### src/shared/txo_regs.vh
// Purpose: register map, field positions, reset values and timing counts of the transmit option block
// Assumes: 32-bit APB, byte addresses, one word per register
// Notes:   included by every design file of the block
`ifndef TXO_REGS_VH
`define TXO_REGS_VH

// register byte offsets
`define TXO_CTRL_OFF        12'h000
`define TXO_STATUS_OFF      12'h004
`define TXO_INT_STAT_OFF    12'h008
`define TXO_INT_MASK_OFF    12'h00C

// control register fields
`define TXO_CTRL_CWSS_BIT   0
`define TXO_CTRL_FCSS_BIT   1
`define TXO_CTRL_DTOFF_BIT  2
`define TXO_CTRL_PROGRAMMABLE_TX_INTERRUPT_BIT   3
`define TXO_CTRL_RESET      4'h0

// frame status register fields
`define TXO_ST_OVERRUN_BIT  0
`define TXO_ST_ABORT_BIT    1
`define TXO_ST_FCS_BIT      2
`define TXO_ST_LATECOL_BIT  3
`define TXO_ST_DEFER_BIT    4
`define TXO_ST_BUSY_BIT     5
`define TXO_STATUS_RESET    4'h0

// interrupt status and mask fields
`define TXO_INT_DONE_BIT    0
`define TXO_INT_OVERRUN_BIT 1
`define TXO_INT_PROGRAMMABLE_TX_INTERRUPT_BIT    2
`define TXO_INT_LATECOL_BIT 3
`define TXO_INT_RESET       4'h0

// frame framing constants
`define TXO_PREAMBLE_BYTE   8'h55
`define TXO_SFD_BYTE        8'hD5
`define TXO_PREAMBLE_LAST   3'h6
`define TXO_CRC_INIT        32'hFFFFFFFF
`define TXO_CRC_POLY        32'hEDB88320
`define TXO_SLOT_BITS       10'h200

// timing: excessive deferral time and clock period
`define TXO_DEFER_TIME_NS   3200000
`define TXO_CLK_PERIOD_NS   40
`define TXO_DEFER_CYCLES    (`TXO_DEFER_TIME_NS / `TXO_CLK_PERIOD_NS)

`endif

### src/rtl/txo_tx_options.v
// Purpose: transmit option logic: collision window start, fcs append, excessive deferral and abort
// Assumes: bit_tick is a one-cycle pulse from the encoder per line bit; stream bytes arrive in time
// Notes:   bits go out least significant first; prdata is latched in the apb setup cycle
`include "txo_regs.vh"

module txo_tx_options #(
	parameter DEFER_CYCLES = `TXO_DEFER_CYCLES
)(
	// clock and reset
	input  wire        pclk,
	input  wire        presetn,
	// apb slave
	input  wire        psel,
	input  wire        penable,
	input  wire        pwrite,
	input  wire [11:0] paddr,
	input  wire [31:0] pwdata,
	output wire        pready,
	output wire        pslverr,
	output reg  [31:0] prdata,
	// frame byte stream from the descriptor side
	input  wire [7:0]  in_data,
	input  wire        in_valid,
	input  wire        in_last,
	output wire        in_ready,
	// line side through the encoder
	input  wire        bit_tick,
	input  wire        carrier_sense,
	input  wire        collision,
	output wire        tx_data,
	output reg         tx_en,
	// interrupt
	output wire        irq
);

	// one-hot states
	localparam [5:0] S_IDLE  = 6'h01;
	localparam [5:0] S_DEFER = 6'h02;
	localparam [5:0] S_PRE   = 6'h04;
	localparam [5:0] S_DATA  = 6'h08;
	localparam [5:0] S_FCS   = 6'h10;
	localparam [5:0] S_ABORT = 6'h20;

	reg [5:0]  state;
	reg [3:0]  ctrl;
	reg [3:0]  frame_status;
	reg [3:0]  int_stat;
	reg [3:0]  int_mask;
	reg [31:0] shifter;
	reg [31:0] crc;
	reg [2:0]  bit_cnt;
	reg [4:0]  fcs_cnt;
	reg [2:0]  pre_cnt;
	reg        last_loaded;
	reg        owc_run;
	reg [9:0]  owc_cnt;
	reg        late_col;
	reg [3:0]  events;
	reg [3:0]  next_int_stat;
	reg [31:0] next_rdata;

	wire       cwss   = ctrl[`TXO_CTRL_CWSS_BIT];
	wire       fcss   = ctrl[`TXO_CTRL_FCSS_BIT];
	wire       dt_off = ctrl[`TXO_CTRL_DTOFF_BIT];
	wire       programmable_tx_interrupt   = ctrl[`TXO_CTRL_PROGRAMMABLE_TX_INTERRUPT_BIT];
	wire       deferring = state[1];
	wire       expired;
	wire       byte_end  = bit_tick && (bit_cnt == 3'h7);
	wire       load_data = byte_end && ((state[2] && pre_cnt == 3'h7) || (state[3] && !last_loaded));
	wire       wr_en     = psel && penable && pwrite;
	wire       mapped;

	// crc-32 over one bit, reflected form for lsb-first transmission
	function [31:0] crc_bit;
		input [31:0] c;
		input        b;
		begin
			crc_bit = (c[0] ^ b) ? ((c >> 1) ^ `TXO_CRC_POLY) : (c >> 1);
		end
	endfunction

	// address decode for the error answer; the read mux compares the offsets itself
	function is_mapped;
		input [11:0] a;
		begin
			is_mapped = (a == `TXO_CTRL_OFF) || (a == `TXO_STATUS_OFF) ||
				(a == `TXO_INT_STAT_OFF) || (a == `TXO_INT_MASK_OFF);
		end
	endfunction

	// timer is kept idle when switched off, so no flag and no abort can come of it
	txo_defer_timer #(
		.DEFER_CYCLES (DEFER_CYCLES)
	) u_defer (
		.pclk    (pclk),
		.presetn (presetn),
		.run     (deferring && !dt_off),
		.expired (expired)
	);

	assign mapped   = is_mapped(paddr);
	assign pready   = 1'b1;
	assign pslverr  = psel && penable && !mapped;
	assign tx_data  = tx_en & shifter[0];
	assign irq      = |(int_stat & int_mask);
	// stream byte is taken at the byte boundary, or dropped wholesale on abort
	assign in_ready = (load_data && in_valid) || state[5];

	// control and mask registers
	always @(posedge pclk or negedge presetn)
	begin
		if (!presetn)
		begin
			ctrl     <= `TXO_CTRL_RESET;
			int_mask <= `TXO_INT_RESET;
		end
		else if (wr_en)
		begin
			if (paddr == `TXO_CTRL_OFF)
				ctrl <= pwdata[3:0];
			else if (paddr == `TXO_INT_MASK_OFF)
				int_mask <= pwdata[3:0];
		end
	end

	// sticky interrupt bits: write one clears, a new event in the same cycle wins
	always @*
	begin
		next_int_stat = int_stat;
		if (wr_en && paddr == `TXO_INT_STAT_OFF)
			next_int_stat = int_stat & ~pwdata[3:0];
		next_int_stat = next_int_stat | events;
	end

	always @(posedge pclk or negedge presetn)
	begin
		if (!presetn)
			int_stat <= `TXO_INT_RESET;
		else
			int_stat <= next_int_stat;
	end

	// read data latched in the setup cycle, presented in the access cycle
	always @*
	begin
		next_rdata = 32'h00000000;
		if (paddr == `TXO_CTRL_OFF)
			next_rdata[3:0] = ctrl;
		else if (paddr == `TXO_STATUS_OFF)
		begin
			next_rdata[3:0] = frame_status;
			next_rdata[`TXO_ST_DEFER_BIT] = deferring;
			next_rdata[`TXO_ST_BUSY_BIT]  = !state[0];
		end
		else if (paddr == `TXO_INT_STAT_OFF)
			next_rdata[3:0] = int_stat;
		else if (paddr == `TXO_INT_MASK_OFF)
			next_rdata[3:0] = int_mask;
	end

	always @(posedge pclk or negedge presetn)
	begin
		if (!presetn)
			prdata <= 32'h00000000;
		else if (psel && !penable)
			prdata <= next_rdata;
	end

	// out-of-window collision timer counts line bits once started
	always @(posedge pclk or negedge presetn)
	begin
		if (!presetn)
		begin
			owc_cnt  <= 10'h000;
			late_col <= 1'b0;
		end
		else if (state[0])
		begin
			owc_cnt  <= 10'h000;
			late_col <= 1'b0;
		end
		else
		begin
			if (owc_run && bit_tick && owc_cnt != `TXO_SLOT_BITS)
				owc_cnt <= owc_cnt + 10'h001;
			if (tx_en && collision && owc_run && owc_cnt == `TXO_SLOT_BITS)
				late_col <= 1'b1;
		end
	end

	// transmit sequencer: idle, defer, preamble, data, fcs, abort
	always @(posedge pclk or negedge presetn)
	begin
		if (!presetn)
		begin
			state        <= S_IDLE;
			shifter      <= 32'h00000000;
			crc          <= `TXO_CRC_INIT;
			bit_cnt      <= 3'h0;
			fcs_cnt      <= 5'h00;
			pre_cnt      <= 3'h0;
			last_loaded  <= 1'b0;
			owc_run      <= 1'b0;
			tx_en        <= 1'b0;
			frame_status <= `TXO_STATUS_RESET;
			events       <= 4'h0;
		end
		else
		begin
			events <= 4'h0;
			case (state)
			S_IDLE:
			begin
				owc_run <= 1'b0;
				if (in_valid)
				begin
					if (programmable_tx_interrupt)
						events[`TXO_INT_PROGRAMMABLE_TX_INTERRUPT_BIT] <= 1'b1;
					if (carrier_sense)
						state <= S_DEFER;
					else
					begin
						state   <= S_PRE;
						shifter <= {24'h000000, `TXO_PREAMBLE_BYTE};
						tx_en   <= 1'b1;
						bit_cnt <= 3'h0;
						pre_cnt <= 3'h0;
					end
				end
			end
			S_DEFER:
			begin
				if (expired)
				begin
					// flag only when the timer ran; frame is dropped
					state <= S_ABORT;
					events[`TXO_INT_OVERRUN_BIT] <= 1'b1;
				end
				else if (!carrier_sense)
				begin
					state   <= S_PRE;
					shifter <= {24'h000000, `TXO_PREAMBLE_BYTE};
					tx_en   <= 1'b1;
					bit_cnt <= 3'h0;
					pre_cnt <= 3'h0;
				end
			end
			S_ABORT:
			begin
				if (in_valid && in_last)
				begin
					state <= S_IDLE;
					frame_status <= 4'h0;
					frame_status[`TXO_ST_OVERRUN_BIT] <= 1'b1;
					frame_status[`TXO_ST_ABORT_BIT]   <= 1'b1;
					events[`TXO_INT_DONE_BIT] <= 1'b1;
				end
			end
			S_PRE:
			begin
				if (bit_tick)
				begin
					if (cwss && pre_cnt == 3'h0 && bit_cnt == 3'h0)
						owc_run <= 1'b1;
					bit_cnt <= bit_cnt + 3'h1;
					shifter <= shifter >> 1;
					if (byte_end)
					begin
						pre_cnt <= pre_cnt + 3'h1;
						if (pre_cnt == `TXO_PREAMBLE_LAST)
							shifter <= {24'h000000, `TXO_SFD_BYTE};
						else if (pre_cnt == 3'h7)
						begin
							// delimiter just went out
							if (!cwss)
								owc_run <= 1'b1;
							state       <= S_DATA;
							crc         <= `TXO_CRC_INIT;
							shifter     <= {24'h000000, in_data};
							last_loaded <= in_last || !in_valid;
						end
						else
							shifter <= {24'h000000, `TXO_PREAMBLE_BYTE};
					end
				end
			end
			S_DATA:
			begin
				if (bit_tick)
				begin
					crc     <= crc_bit(crc, shifter[0]);
					bit_cnt <= bit_cnt + 3'h1;
					shifter <= shifter >> 1;
					if (byte_end)
					begin
						// an empty stream ends the data field here rather than sending a stale byte
						if (!last_loaded && in_valid)
						begin
							shifter     <= {24'h000000, in_data};
							last_loaded <= in_last;
						end
						else if (fcss)
						begin
							// frame ends straight after the last data byte
							state        <= S_IDLE;
							tx_en        <= 1'b0;
							frame_status <= {late_col, 3'h0};
							events[`TXO_INT_DONE_BIT] <= 1'b1;
							events[`TXO_INT_LATECOL_BIT] <= late_col;
						end
						else
						begin
							state   <= S_FCS;
							shifter <= ~crc_bit(crc, shifter[0]);
							fcs_cnt <= 5'h00;
						end
					end
				end
			end
			S_FCS:
			begin
				if (bit_tick)
				begin
					shifter <= shifter >> 1;
					fcs_cnt <= fcs_cnt + 5'h01;
					if (fcs_cnt == 5'h1F)
					begin
						state        <= S_IDLE;
						tx_en        <= 1'b0;
						frame_status <= {late_col, 3'h4};
						events[`TXO_INT_DONE_BIT] <= 1'b1;
						events[`TXO_INT_LATECOL_BIT] <= late_col;
					end
				end
			end
			default:
				state <= S_IDLE;
			endcase
		end
	end

endmodule

### src/rtl/txo_defer_timer.v
// Purpose: excessive-deferral timer, counts clock cycles while the transmitter defers
// Assumes: run stays high for the whole deferral; dropping it restarts the count
// Notes:   expired is a level that holds until run falls
`include "txo_regs.vh"

module txo_defer_timer #(
	parameter DEFER_CYCLES = `TXO_DEFER_CYCLES
)(
	// clock and reset
	input  wire        pclk,
	input  wire        presetn,
	// control
	input  wire        run,
	// result
	output reg         expired
);

	reg [23:0] count;

	// count only continuous deferral; any break clears the count
	always @(posedge pclk or negedge presetn)
	begin
		if (!presetn)
		begin
			count   <= 24'h000000;
			expired <= 1'b0;
		end
		else if (!run)
		begin
			count   <= 24'h000000;
			expired <= 1'b0;
		end
		else if (count == DEFER_CYCLES[23:0] - 24'h000001)
			expired <= 1'b1;
		else
			count <= count + 24'h000001;
	end

endmodule

### config.mk
export PLATFORM = sky130hd
export DESIGN_NAME = txo_tx_options
export DESIGN_NICKNAME = d
export VERILOG_FILES = /design/src/rtl/txo_tx_options.v /design/src/rtl/txo_defer_timer.v
export VERILOG_INCLUDE_DIRS = /design/src /design/src/shared
export SDC_FILE = /design/constraint.sdc
export NUM_CORES = 1
export LEC_CHECK = 0
export BUFFER_PORTS_ARGS = -buffer_cell sky130_fd_sc_hd__buf_2
export CAP_MARGIN = 5
export CORE_MARGIN = 2
export CORE_UTILIZATION = 53
export CTS_BUF_LIST = sky130_fd_sc_hd__clkbuf_8
export DETAILED_ROUTE_END_ITERATION = 10
export PLACE_DENSITY_LB_ADDON = 0.15
export SLEW_MARGIN = 20
export SYNTH_ARGS = -nofsm -noshare
export SYNTH_HDL_FRONTEND = slang
export SYNTH_HIERARCHICAL = 1
export SYNTH_SLANG_ARGS = --single-unit
export TNS_END_PERCENT = 20
### constraint.sdc
create_clock -name pclk -period 2.3 [get_ports pclk]
set_input_delay 0.46 -clock pclk [delete_from_list [all_inputs] [get_ports pclk]]
set_output_delay 0.46 -clock pclk [all_outputs]
set_load 0.01 [all_outputs]
### Word level (Yosys, flattened, before mapping)

Cells that the tools add are included.
W data, S select, Z words.

* flip-flop bits (word level): 146
* bits in latches: 0
* memory bits (writable): 0
* bits in read-only memories: 0
* input bits: 62
* output and inout bits: 38
* logic and storage cells: 248
* memories kept: 0

* $add $sub $neg: 5
* multipliers: 0
* divide/modulo/power cells: 0
* magnitude comparators: 0
* eq/ne operators: 35
* shift operators: 0
* muxes and demuxes: 121
* bitwise operators: 9
* reduce and logical (&&, ||, !) cells: 59

Operators with widths (number)
* $mux W32: 15
* $pmux W32 S5: 1
* $mux W6: 13
* $pmux W32 S2: 1
* $mux W24: 2
* $mux W4: 12
* $mux W1: 44
* $pmux W6 S6: 1
* $ne A2 B2 Y1 const B: 17
* $not A32 Y32: 1
* $mux W31: 1
* $mux W3: 10
* $mux W5: 6
* $add A24 B1 Y24 const B: 1
* $eq A12 B4 Y1 const B: 2
* $eq A24 B17 Y1 const B: 1
* $logic_and A1 B1 Y1: 20
* $mux W10: 2
* $pmux W3 S3: 2
* $reduce_and A6 Y1: 3
* $mux W8: 2
* $reduce_and A8 Y1: 2
* $not A13 Y14: 1
* $eq A12 B3 Y1 const B: 1
* 43 further kinds: 68

### Longest topological paths before layout

Gate-level depths: netlist of run 1.

* depth after elaboration: 10
* depth in mapped cells: 9
* gate-level depth less buffers: 8

### Cells and area by module

The synthesis of run 1 kept the hierarchy.

Modules (own cells, without submodules)
* txo_tx_options: instances 1, cells an instance 580, area an instance 6127.1 um2, sequential area each 3044.2 um2
* txo_defer_timer: instances 1, cells an instance 128, area an instance 1298.7 um2, sequential area each 625.6 um2

### Least setup slack after synthesis of run 1

OpenSTA, ideal clock, no wires.

* path type: reg-to-reg
* start: reg bit_cnt[0]
* end: reg shifter[11]
* arrival: 2125 ps
* data required time: 2174 ps
* path slack: 49 ps
* stages on the path, launching flop included: 10
* path buffers: 3
* period minus slack after synthesis: 2251 ps
* path through: dfrtp_1 -> ha_1 -> ha_1 -> and2_1 -> clkbuf_1 -> o221ai_1 -> and2_1 -> buf_2 -> buf_4 -> a221o_1

* word-level cells in the longest chain between the ends: 5
* elaborated cells between the ends (all ways): 7

Ends and longest elaborated chain
* from (decl): RTL line txo_tx_options.v:51 `reg [2:0] bit_cnt;`
* from (signal assigned): RTL line txo_tx_options.v:265 `bit_cnt <= bit_cnt + 3'h1;`
* from (signal assigned): RTL line txo_tx_options.v:292 `bit_cnt <= bit_cnt + 3'h1;`
* $eq A3 B3 Y1 (*): RTL line txo_tx_options.v:68 `wire byte_end = bit_tick && (bit_cnt == 3'h7);`
* $logic_and A1 B1 Y1 (*): RTL line txo_tx_options.v:68
* $mux W32 / $mux W31 (equally long branches): RTL line txo_tx_options.v:294, txo_tx_options.v:267
* $mux W32 (on tied branches): RTL line txo_tx_options.v:289, txo_tx_options.v:261
* $pmux W32 S5 (*): RTL line txo_tx_options.v:211 `case (state)`
* to (signal assigned): RTL line txo_tx_options.v:224 `` shifter <= {24'h000000, `TXO_PREAMBLE_BYTE}; ``
* to (signal assigned): RTL line txo_tx_options.v:293 `shifter <= shifter >> 1;`
* to (signal assigned): RTL line txo_tx_options.v:299 `shifter <= {24'h000000, in_data};`
* to (decl): RTL line txo_tx_options.v:49 `reg [31:0] shifter;`

Mark *: on every way between the ends. The rest lies on a longest branch, timed or not. The select of a mux whose other input is x is not followed.
A chain may end at the register's enable or synchronous reset.

### Final worst setup path of run 1

* start: reg pre_cnt[0]
* end: out in_ready

* word-level cells in the longest chain between the ends: 6

Ends and longest elaborated chain
* from (decl): RTL line txo_tx_options.v:53 `reg [2:0] pre_cnt;`
* from (signal assigned): RTL line txo_tx_options.v:269 `pre_cnt <= pre_cnt + 3'h1;`
* $eq A3 B3 Y1: RTL line txo_tx_options.v:69 `wire load_data = byte_end && ((state[2] && pre_cnt == 3'h7) || (state[3] && !last_loaded));`
* $logic_and A1 B1 Y1: RTL line txo_tx_options.v:69
* $logic_or A1 B1 Y1: RTL line txo_tx_options.v:69
* $logic_and A1 B1 Y1: RTL line txo_tx_options.v:69
* $logic_and A1 B1 Y1: RTL line txo_tx_options.v:107 `assign in_ready = (load_data && in_valid) || state[5];`
* $logic_or A1 B1 Y1: RTL line txo_tx_options.v:107
* to (decl): RTL line txo_tx_options.v:25 `output wire in_ready,`

No other way between the ends.

==> impl_summary.txt, run 1 <==
----------------------------------------------------
[Placed design]
  Placed Instance Area ... 8050 um2
  Routability congestion estimate from global placement ... 0.915
  Final HPWL from detailed placement ... 11200 um
  PortBufs ... 44

[Synthesis]
  Area share of fa/ha/maj cells after synthesis ... 0.0202
  Ys async rst share ... 1.00
  Average instance area after synthesis ... 10.5 um2
  Synthesized netlist cell count ... 708
  Multiplexer share of the synthesized area ... 0.0256
  Post-synthesis share of cell area spent on xor and xnor gates ... 0.0495
  Portion of synthesized cell area occupied by the leading cell type ... 0.377
  Combinational family with the most area after synthesis ... simple AND/OR/NAND/NOR gates
  Synth top area cells ... dfrtp_1 (38%), dfstp_2 (12%), o22a_1 (3.7%)
  Netlist cell types ... 74
  Number of synthesized register bits ... 145
  Number of synthesized flops with an enable pin ... 0
  Post-synthesis compound-gate area fraction ... 0.175
  YS warnings ... 6
  Simple logic cell fraction of the synthesized area ... 0.176
  Synth Flop Type ... dfrtp_1
  Post-Syn Area ... 7430 um2
  Fraction of the yosys area taken by sequential cells ... 0.494
  Dominant cell type by area after synthesis ... dfrtp_1

[Routing]
  Aggregate routed wire length ... between 15000 and 20000 um
  Post-route antenna net violation count ... 0
  Initial DRC Count ... 349
  WL/cell ... 16.7 um
  DRC violation count after routing ... 0
  Vias ... 5656
  Number of vias per cell ... 5.75
  DR pass1 iterations ... 4

[Worst setup path]
  Highest fanout seen on the critical path ... 4
  Number of cells on the worst reg-to-reg path ... 5
  Startpoint-to-endpoint class of the critical path ... flip-flop to primary output
  FF-to-FF setup slack ... approximately 0.11 ns
  Cells along the critical path ... ha_1 > ha_2 > nand2_1 > o21ai_1 > a31o_4 > buf_6
  Slowest stage cell on the critical path ... dfrtp_1
  Critical path startpoint category ... flip-flop
  Required time reported for the critical path endpoint ... 1.84 ns
  CP Launch Point ... pre_cnt[0]
  Data arrival time of the critical path ... 1.77 ns
  Worst flop-to-flop path startpoint ... state[5]
  RR Endpoint ... shifter[29]
  Nature of the critical path endpoint ... primary output
  CP max stage delay ... 0.42 ns

[Finish]
  Area taken by flip-flops and latches ... 3670 um2
  Post-route design area ... roughly 8600 um2
  Fraction of layout cells with a size suffix above 1 ... 0.249
  Filler instances ... between 1k and 1.5k
  Diodes inserted ... 0
  Most common cell after layout, fill and taps aside ... dfrtp_1
  Final #Nets ... 866
  Most frequent cells in the layout ... dfrtp_1 (112), nand2_1 (59), nor2_1 (53), buf_4 (49), buf_2 (42)
  Area added between synthesis and finish ... 15.6%
  Multi-input combinational cell area ... roughly 3500 um2
  Layout Utilization ... 0.623

[Global route]
  Met3 track utilization from global routing ... 0.0516
  Vias in the first global route ... 5499
  Met1 demand-to-capacity share in global routing ... 0.315
  Number of antenna violations at the first check in global routing ... 0
  GRT Overall Usage ... 0.232
  Met2 GRT Util ... 0.363
  Remaining Overflow, GRT ... 0
  Global-route wire length before repair ... 26900 um
  Maximum number of pins on one net before global-route repair ... 60
  Global route hottest layer ... met2

[Timing]
  Setup skew after layout ... 0.0183 ns
  Crit path time final ... about 2.2 ns
  Fmax achieved ... between 400 and 500 MHz
  Transition time at the pin with the least slew margin ... about 0.57 ns
  Setup repair after global routing missed its margin ... no
  Post-route fraction of the period consumed by the critical path ... 0.969
  Normalized max-slew margin ... 0.612
  Setup violators final ... 0
  Hold violation count in the final report ... 0
  Worst-case hold slack ... approximately 0.27 ns
  Final Slew Violations ... 0

[CTS]
  Number of buffers inserted during clock tree synthesis ... 17
  Clock sink total ... ~150
  Number of H-tree levels ... 4
  Cell chosen for the clock root ... clkbuf_8
  CTS tree ... done
  Clock transition time at the flip-flop clock pins of the worst setup and hold paths ... 0.09 ns
  Insertion delay of the later-clocked pin in the worst-skew pair ... 0.46 ns
  Number of buffers on the longest clock path ... 2

[Floorplan]
  Initial core utilization ... 0.539
  Die outline width ... roughly 120 um
  Site Rows ... 43
  Core ar. ... 13800 um2
  Die Ht ... 122 um
  Die footprint ... roughly 15000 um2
  I/O pins ... 100

[Power]
  Power per cell area ... 982 nW/um2
  Leakage power ... 3.93 nW
  Worst ir drop on vdd ... 0.502 mV

[Status]
  Result of the run ... finished clean

[Hold path]
  Worst min-delay path category ... input port to flip-flop
  Worst hold path depth ... 3
  Min-Delay Startpoint ... carrier_sense
  Hold endpoint ... state[1]

[Run]
  Max-capacitance violation count ... 0

----------------------------------------------------
==> cell usage after synthesis, drive strengths merged, types with 3 or more instances <==
library cell and n:
xnor2 16, nor4 11, nand2 59, mux2 8
dfrtp 112, a22oi 4, ha 12, o21ai 33
a21boi 3, and3 9, nor2 55, nand4 13
o31ai 5, a32o 6, mux4 4, nor2b 9
nand3 19, or4 6, o22a 31, a221o 26
and2 22, nor3 17, inv 18, a21o 9
a21oi 16, o21a 9, a32oi 4, dfstp 33
buf 43, xor2 26, or3 6, nand2b 5
or2 4, clkbuf 18
==> how the worst max path moves through the flow <==
stage / endpoint / slack (ns) / cells after the start
detailed placement: state[3] / 0.009 / 8
CTS: in_ready / -0.009 / 6
floorplan: shifter[11] / 0.05 / 9
global placement: state[2] / 0.05 / 8
global route: shifter[19] / 0.0001 / 5
finish: in_ready / 0.07 / 6
==> routing by layer <==
layer	wire length (um)	vias to the layer above
li1	-	2689
met1	7710	2792
met2	7680	148
met3	720	27
met4	287	0
met5	0	-
==> cell type report <==
class                           instances  area share
Timing Repair Buffer                  101      0.0864
Sequential cell                       145       0.427
Clock inverter                         13      0.0171
Clock buffer                           18      0.0289
Multi-Input combinational cell        509       0.406
Inverter                               18     0.00787
Tap cell                              180      0.0262
==> report_power, final <==
part           total, W  internal [W]  switching, W
clock           0.00204       0.00108      0.000964
combinational   0.00285       0.00129       0.00156
sequential      0.00353       0.00319      0.000347
==> critical path, delay by kind of cell (launching register included) <==
| kind | cells | cell delay, ns |
|---|---|---|
| flip-flops | 1 | 0.42 |
| adder cells (fa/ha/maj) | 2 | 0.41 |
| AO/OA/AOI/OAI | 2 | 0.30 |
| buffers and inverters | 1 | 0.12 |
| AND/OR/NAND/NOR | 1 | 0.07 |
==> state kept, by name, summed over array words and instances, names as in the netlist, 3 cells and up <==
register,flops
crc,32
frame_status,3
int_mask,4
u_defer/count,24
shifter,32
owc_cnt,10
fcs_cnt,5
bit_cnt,3
prdata,6
state,6
int_stat,4
ctrl,4
events,4
pre_cnt,3
==> repair_timing <==
action	4_1_cts	5_1_grt
hold endpoints to repair	33	0
hold buffers	1	0
gates resized for setup	9	7
buffers inserted	3	8
setup endpoints to repair	5	36
pin swaps	2	3
==> cells by family after synthesis <==
logic type                 Yosys count
buffers and inverters               79
DFF                                145
AOI/OAI and AO/OA                  170
muxes                               13
and+or+nand+nor                    245
adders and majority gates           12
xor gates and xnor gates            42
other                                2
==> through the flow <==
stage	TNS (ns)	cells	worst slack, ns	total power, W
after floorplan	0	733	0.0494	0.00537
after global placement	0	942	0.0528	0.00624
after detailed placement	0	942	0.00894	0.00631
after CTS	-0.00871	977	-0.00871	0.00839
after global routing	0	984	0.000148	0.00890
final	0	984	0.0710	0.00843
Note: power is estimated with default switching activity, not from simulation.
==> run 2: changes to the inputs <==
--- a/config.mk
+++ b/config.mk
@@ -9,7 +9,7 @@
 export BUFFER_PORTS_ARGS = -buffer_cell sky130_fd_sc_hd__buf_2
 export CAP_MARGIN = 5
 export CORE_MARGIN = 2
-export CORE_UTILIZATION = 53
+export CORE_UTILIZATION = 40
 export CTS_BUF_LIST = sky130_fd_sc_hd__clkbuf_8
 export DETAILED_ROUTE_END_ITERATION = 10
 export PLACE_DENSITY_LB_ADDON = 0.15
==> run 2 against run 1 <==
Compared with the run above: clock-buffer cell count unchanged; critical path depth increased by 4; worst setup slack lost 0.0094 ns; sequential share of layout area down 0.28 points; clock power rose by 7%; critical path type is now flip-flop to flip-flop; largest cell class unchanged.
==> impl_summary.txt, run 2 (synthesis results as in run 1) <==
----------------------------------------------------
[Finish]
  Layout Utilization ... 0.478 (-0.145)
  Diodes inserted ... 0 (unchanged)
  Most common cell after layout, fill and taps aside ... dfrtp_1
  Most frequent cells in the layout ... dfrtp_1 (112), nand2_1 (58), nor2_1 (53), buf_4 (47), buf_2 (42)
  Largest registers ranked by flip-flop count ... crc (32), shifter (32), u_defer/count (24)
  Filler instances ... 1660 (+46%)
  Area taken by flip-flops and latches ... 3670 um2 (unchanged)
  Area added between synthesis and finish ... 16.4%
  Multi-input combinational cell area ... 3490 um2 (+0.25%)
  Final #Nets ... 862 (-0.46%)
  Fraction of layout cells with a size suffix above 1 ... 0.248 (-0.000317)

[CTS]
  Number of buffers inserted during clock tree synthesis ... 17 (unchanged)
  CTS tree ... done
  Number of buffers on the longest clock path ... 2 (unchanged)
  Number of H-tree levels ... 4 (unchanged)
  Clock sink total ... 145 (unchanged)
  Cell chosen for the clock root ... clkbuf_8
  Insertion delay of the later-clocked pin in the worst-skew pair ... 0.46 ns (about the same)
  Clock transition time at the flip-flop clock pins of the worst setup and hold paths ... 0.09 ns (about the same)

[Routing]
  Aggregate routed wire length ... 17000 um (+3.8%)
  Wire length on met1 ... 8290 um (+7.5%)
  Post-route antenna net violation count ... 0 (unchanged)
  Initial DRC Count ... 329 (-5.7%)
  Met2 layer wire length in the routed design ... 7970 um (+3.8%)
  WL/cell ... 16.5 um (-0.85%)
  Vias ... 5615 (-0.72%)
  DRC violation count after routing ... 0 (unchanged)
  DR pass1 iterations ... 5 (+1)
  Topmost layer with routed signal wires ... met4
  Number of vias per cell ... 5.45 (-5.2%)
  Met3 WL ... 553 um (-23%)

[Global route]
  Number of antenna violations at the first check in global routing ... 0 (unchanged)
  Maximum number of pins on one net before global-route repair ... 55 (-8.3%)
  GRT Overall Usage ... 0.182 (-0.0499)
  Remaining Overflow, GRT ... 0 (unchanged)
  Global-route wire length before repair ... 28900 um (+7.3%)
  Vias in the first global route ... 5766 (+4.9%)

[Worst setup path]
  CP max stage delay ... 0.38 ns (-0.04 ns)
  Data arrival time of the critical path ... 2.57 ns (+0.80 ns)
  Nature of the critical path endpoint ... flip-flop
  Cells along the critical path ... ha_2 > ha_4 > buf_4 > buf_4 > nand2_1 > a21oi_1 > o221ai_1 > and2_1 > buf_4 > a221o_1
  Buffers & Inverters on Critical Path ... 3 (+2)
  Slowest stage cell on the critical path ... dfrtp_1
  Startpoint-to-endpoint class of the critical path ... flip-flop to flip-flop
  Required time reported for the critical path endpoint ... 2.63 ns (+0.79 ns)
  Highest fanout seen on the critical path ... 26 (+22)
  Cell family with the largest share of critical-path delay ... compound AO/OA/AOI/OAI gates
  Most common cell on crit path ... buf_4
  Critical path startpoint category ... flip-flop

[Timing]
  Normalized max-slew margin ... 0.603 (-0.00904)
  Transition time at the pin with the least slew margin ... 0.586 ns (+0.0134 ns)
  Crit path time final ... 2.24 ns (+0.00939 ns)
  Total Negative Setup Slacks ... 0 ns (unchanged)
  Final Slew Violations ... 0 (unchanged)
  Setup skew after layout ... 0.0164 ns (-0.00191 ns)
  Setup repair after global routing missed its margin ... no
  Fmax achieved ... 447 MHz (-0.42%)
  Hold violation count in the final report ... 0 (unchanged)
  Setup violators final ... 0 (unchanged)
  Post-route fraction of the period consumed by the critical path ... 0.973 (+0.00408)

[Hold path]
  Worst min-delay path category ... input port to flip-flop

[Floorplan]
  Die outline width ... 140 um (+15%)
  Initial core utilization ... 0.411 (-0.129)
  Die footprint ... 19700 um2 (+31%)
  Die Ht ... 140 um (+15%)
  Core ar. ... 18100 um2 (+31%)
  Site Rows ... 49 (+14%)
  I/O pins ... 100 (unchanged)

[Run]
  Max-capacitance violation count ... 0 (unchanged)

[Placed design]
  Final HPWL from detailed placement ... 11700 um (+3.8%)
  PortBufs ... 44 (unchanged)
  Routability congestion estimate from global placement ... 0.869 (-5.0%)

[Status]
  Result of the run ... finished clean

[Power]
  Leakage power ... 3.92 nW (-0.41%)
  Worst ir drop on vdd ... 0.468 mV (-6.9%)
  Power per cell area ... 979 nW/um2 (-0.29%)

----------------------------------------------------
## run 2: cell count changes in the layout (fill, tap and decap cells not counted), moves of 2 or more
cell / before / now
inv_6: 0 / 2
buf_4: 49 / 47
clkinv_4: 1 / 3
clkinv_2: 5 / 1
inv_8: 0 / 2
## run 2: path summary, 6_finish.rpt
path / startpoint / to / slack, ns / cells past startpoint
worst max register to register: bit_cnt[1] / shifter[14] / 0.06 / 10
worst min-delay path: pwdata[2] / int_mask[2] / 0.26 / 2
max in group asynchronous: presetn / crc[26] / 1.09 / 3
worst max-delay path: bit_cnt[1] / shifter[14] / 0.06 / 10
min in group asynchronous: presetn / u_defer/count[0] / 0.52 / 2
worst min register to register: events[0] / int_stat[0] / 0.43 / 1
## run 2: area by class of cell
type / instances / share of cell area
sequential: 145 / 0.425
multi-input combinational: 509 / 0.404
timing repair buffer: 97 / 0.0805
tap: 229 / 0.0332
clock buffer: 18 / 0.0287
clock inverter: 14 / 0.0208
inverter: 18 / 0.00782
## run 2: repair_timing
item	in CTS	in global routing
pin swaps	3	2
gates resized for setup	11	4
setup buffers	5	0
endpoints found under the setup margin	1	16
hold endpoints to repair	37	0
hold buffers	1	0
## run 2: metrics by stage
stage / power, W / hold slack, ns / worst slack (ns) / instance area (um2) / std cells
after floorplan: 0.00537 / 0.164 / 0.0494 / 7520 / 733
after global placement: 0.00621 / 0.412 / 0.139 / 8120 / 994
after detailed placement: 0.00626 / 0.413 / 0.129 / 8120 / 994
after CTS: 0.00850 / 0.236 / 0.00949 / 8640 / 1031
after global routing: 0.00898 / 0.242 / 0.00299 / 8640 / 1030
final: 0.00846 / 0.257 / 0.0616 / 8640 / 1030
## run 2: power by group
group          switching, W  leakage, nW  internal (W)  total [W]
clock network       0.00107        0.215       0.00112    0.00219
logic               0.00153         1.82       0.00120    0.00273
registers          0.000350         1.88       0.00319    0.00354
## run 2: layer usage
metal,track usage,up-vias
met5,0,-
li1,-,2689
met1,0.250,2788
met4,0.0553,0
met3,0.0376,19
met2,0.292,119
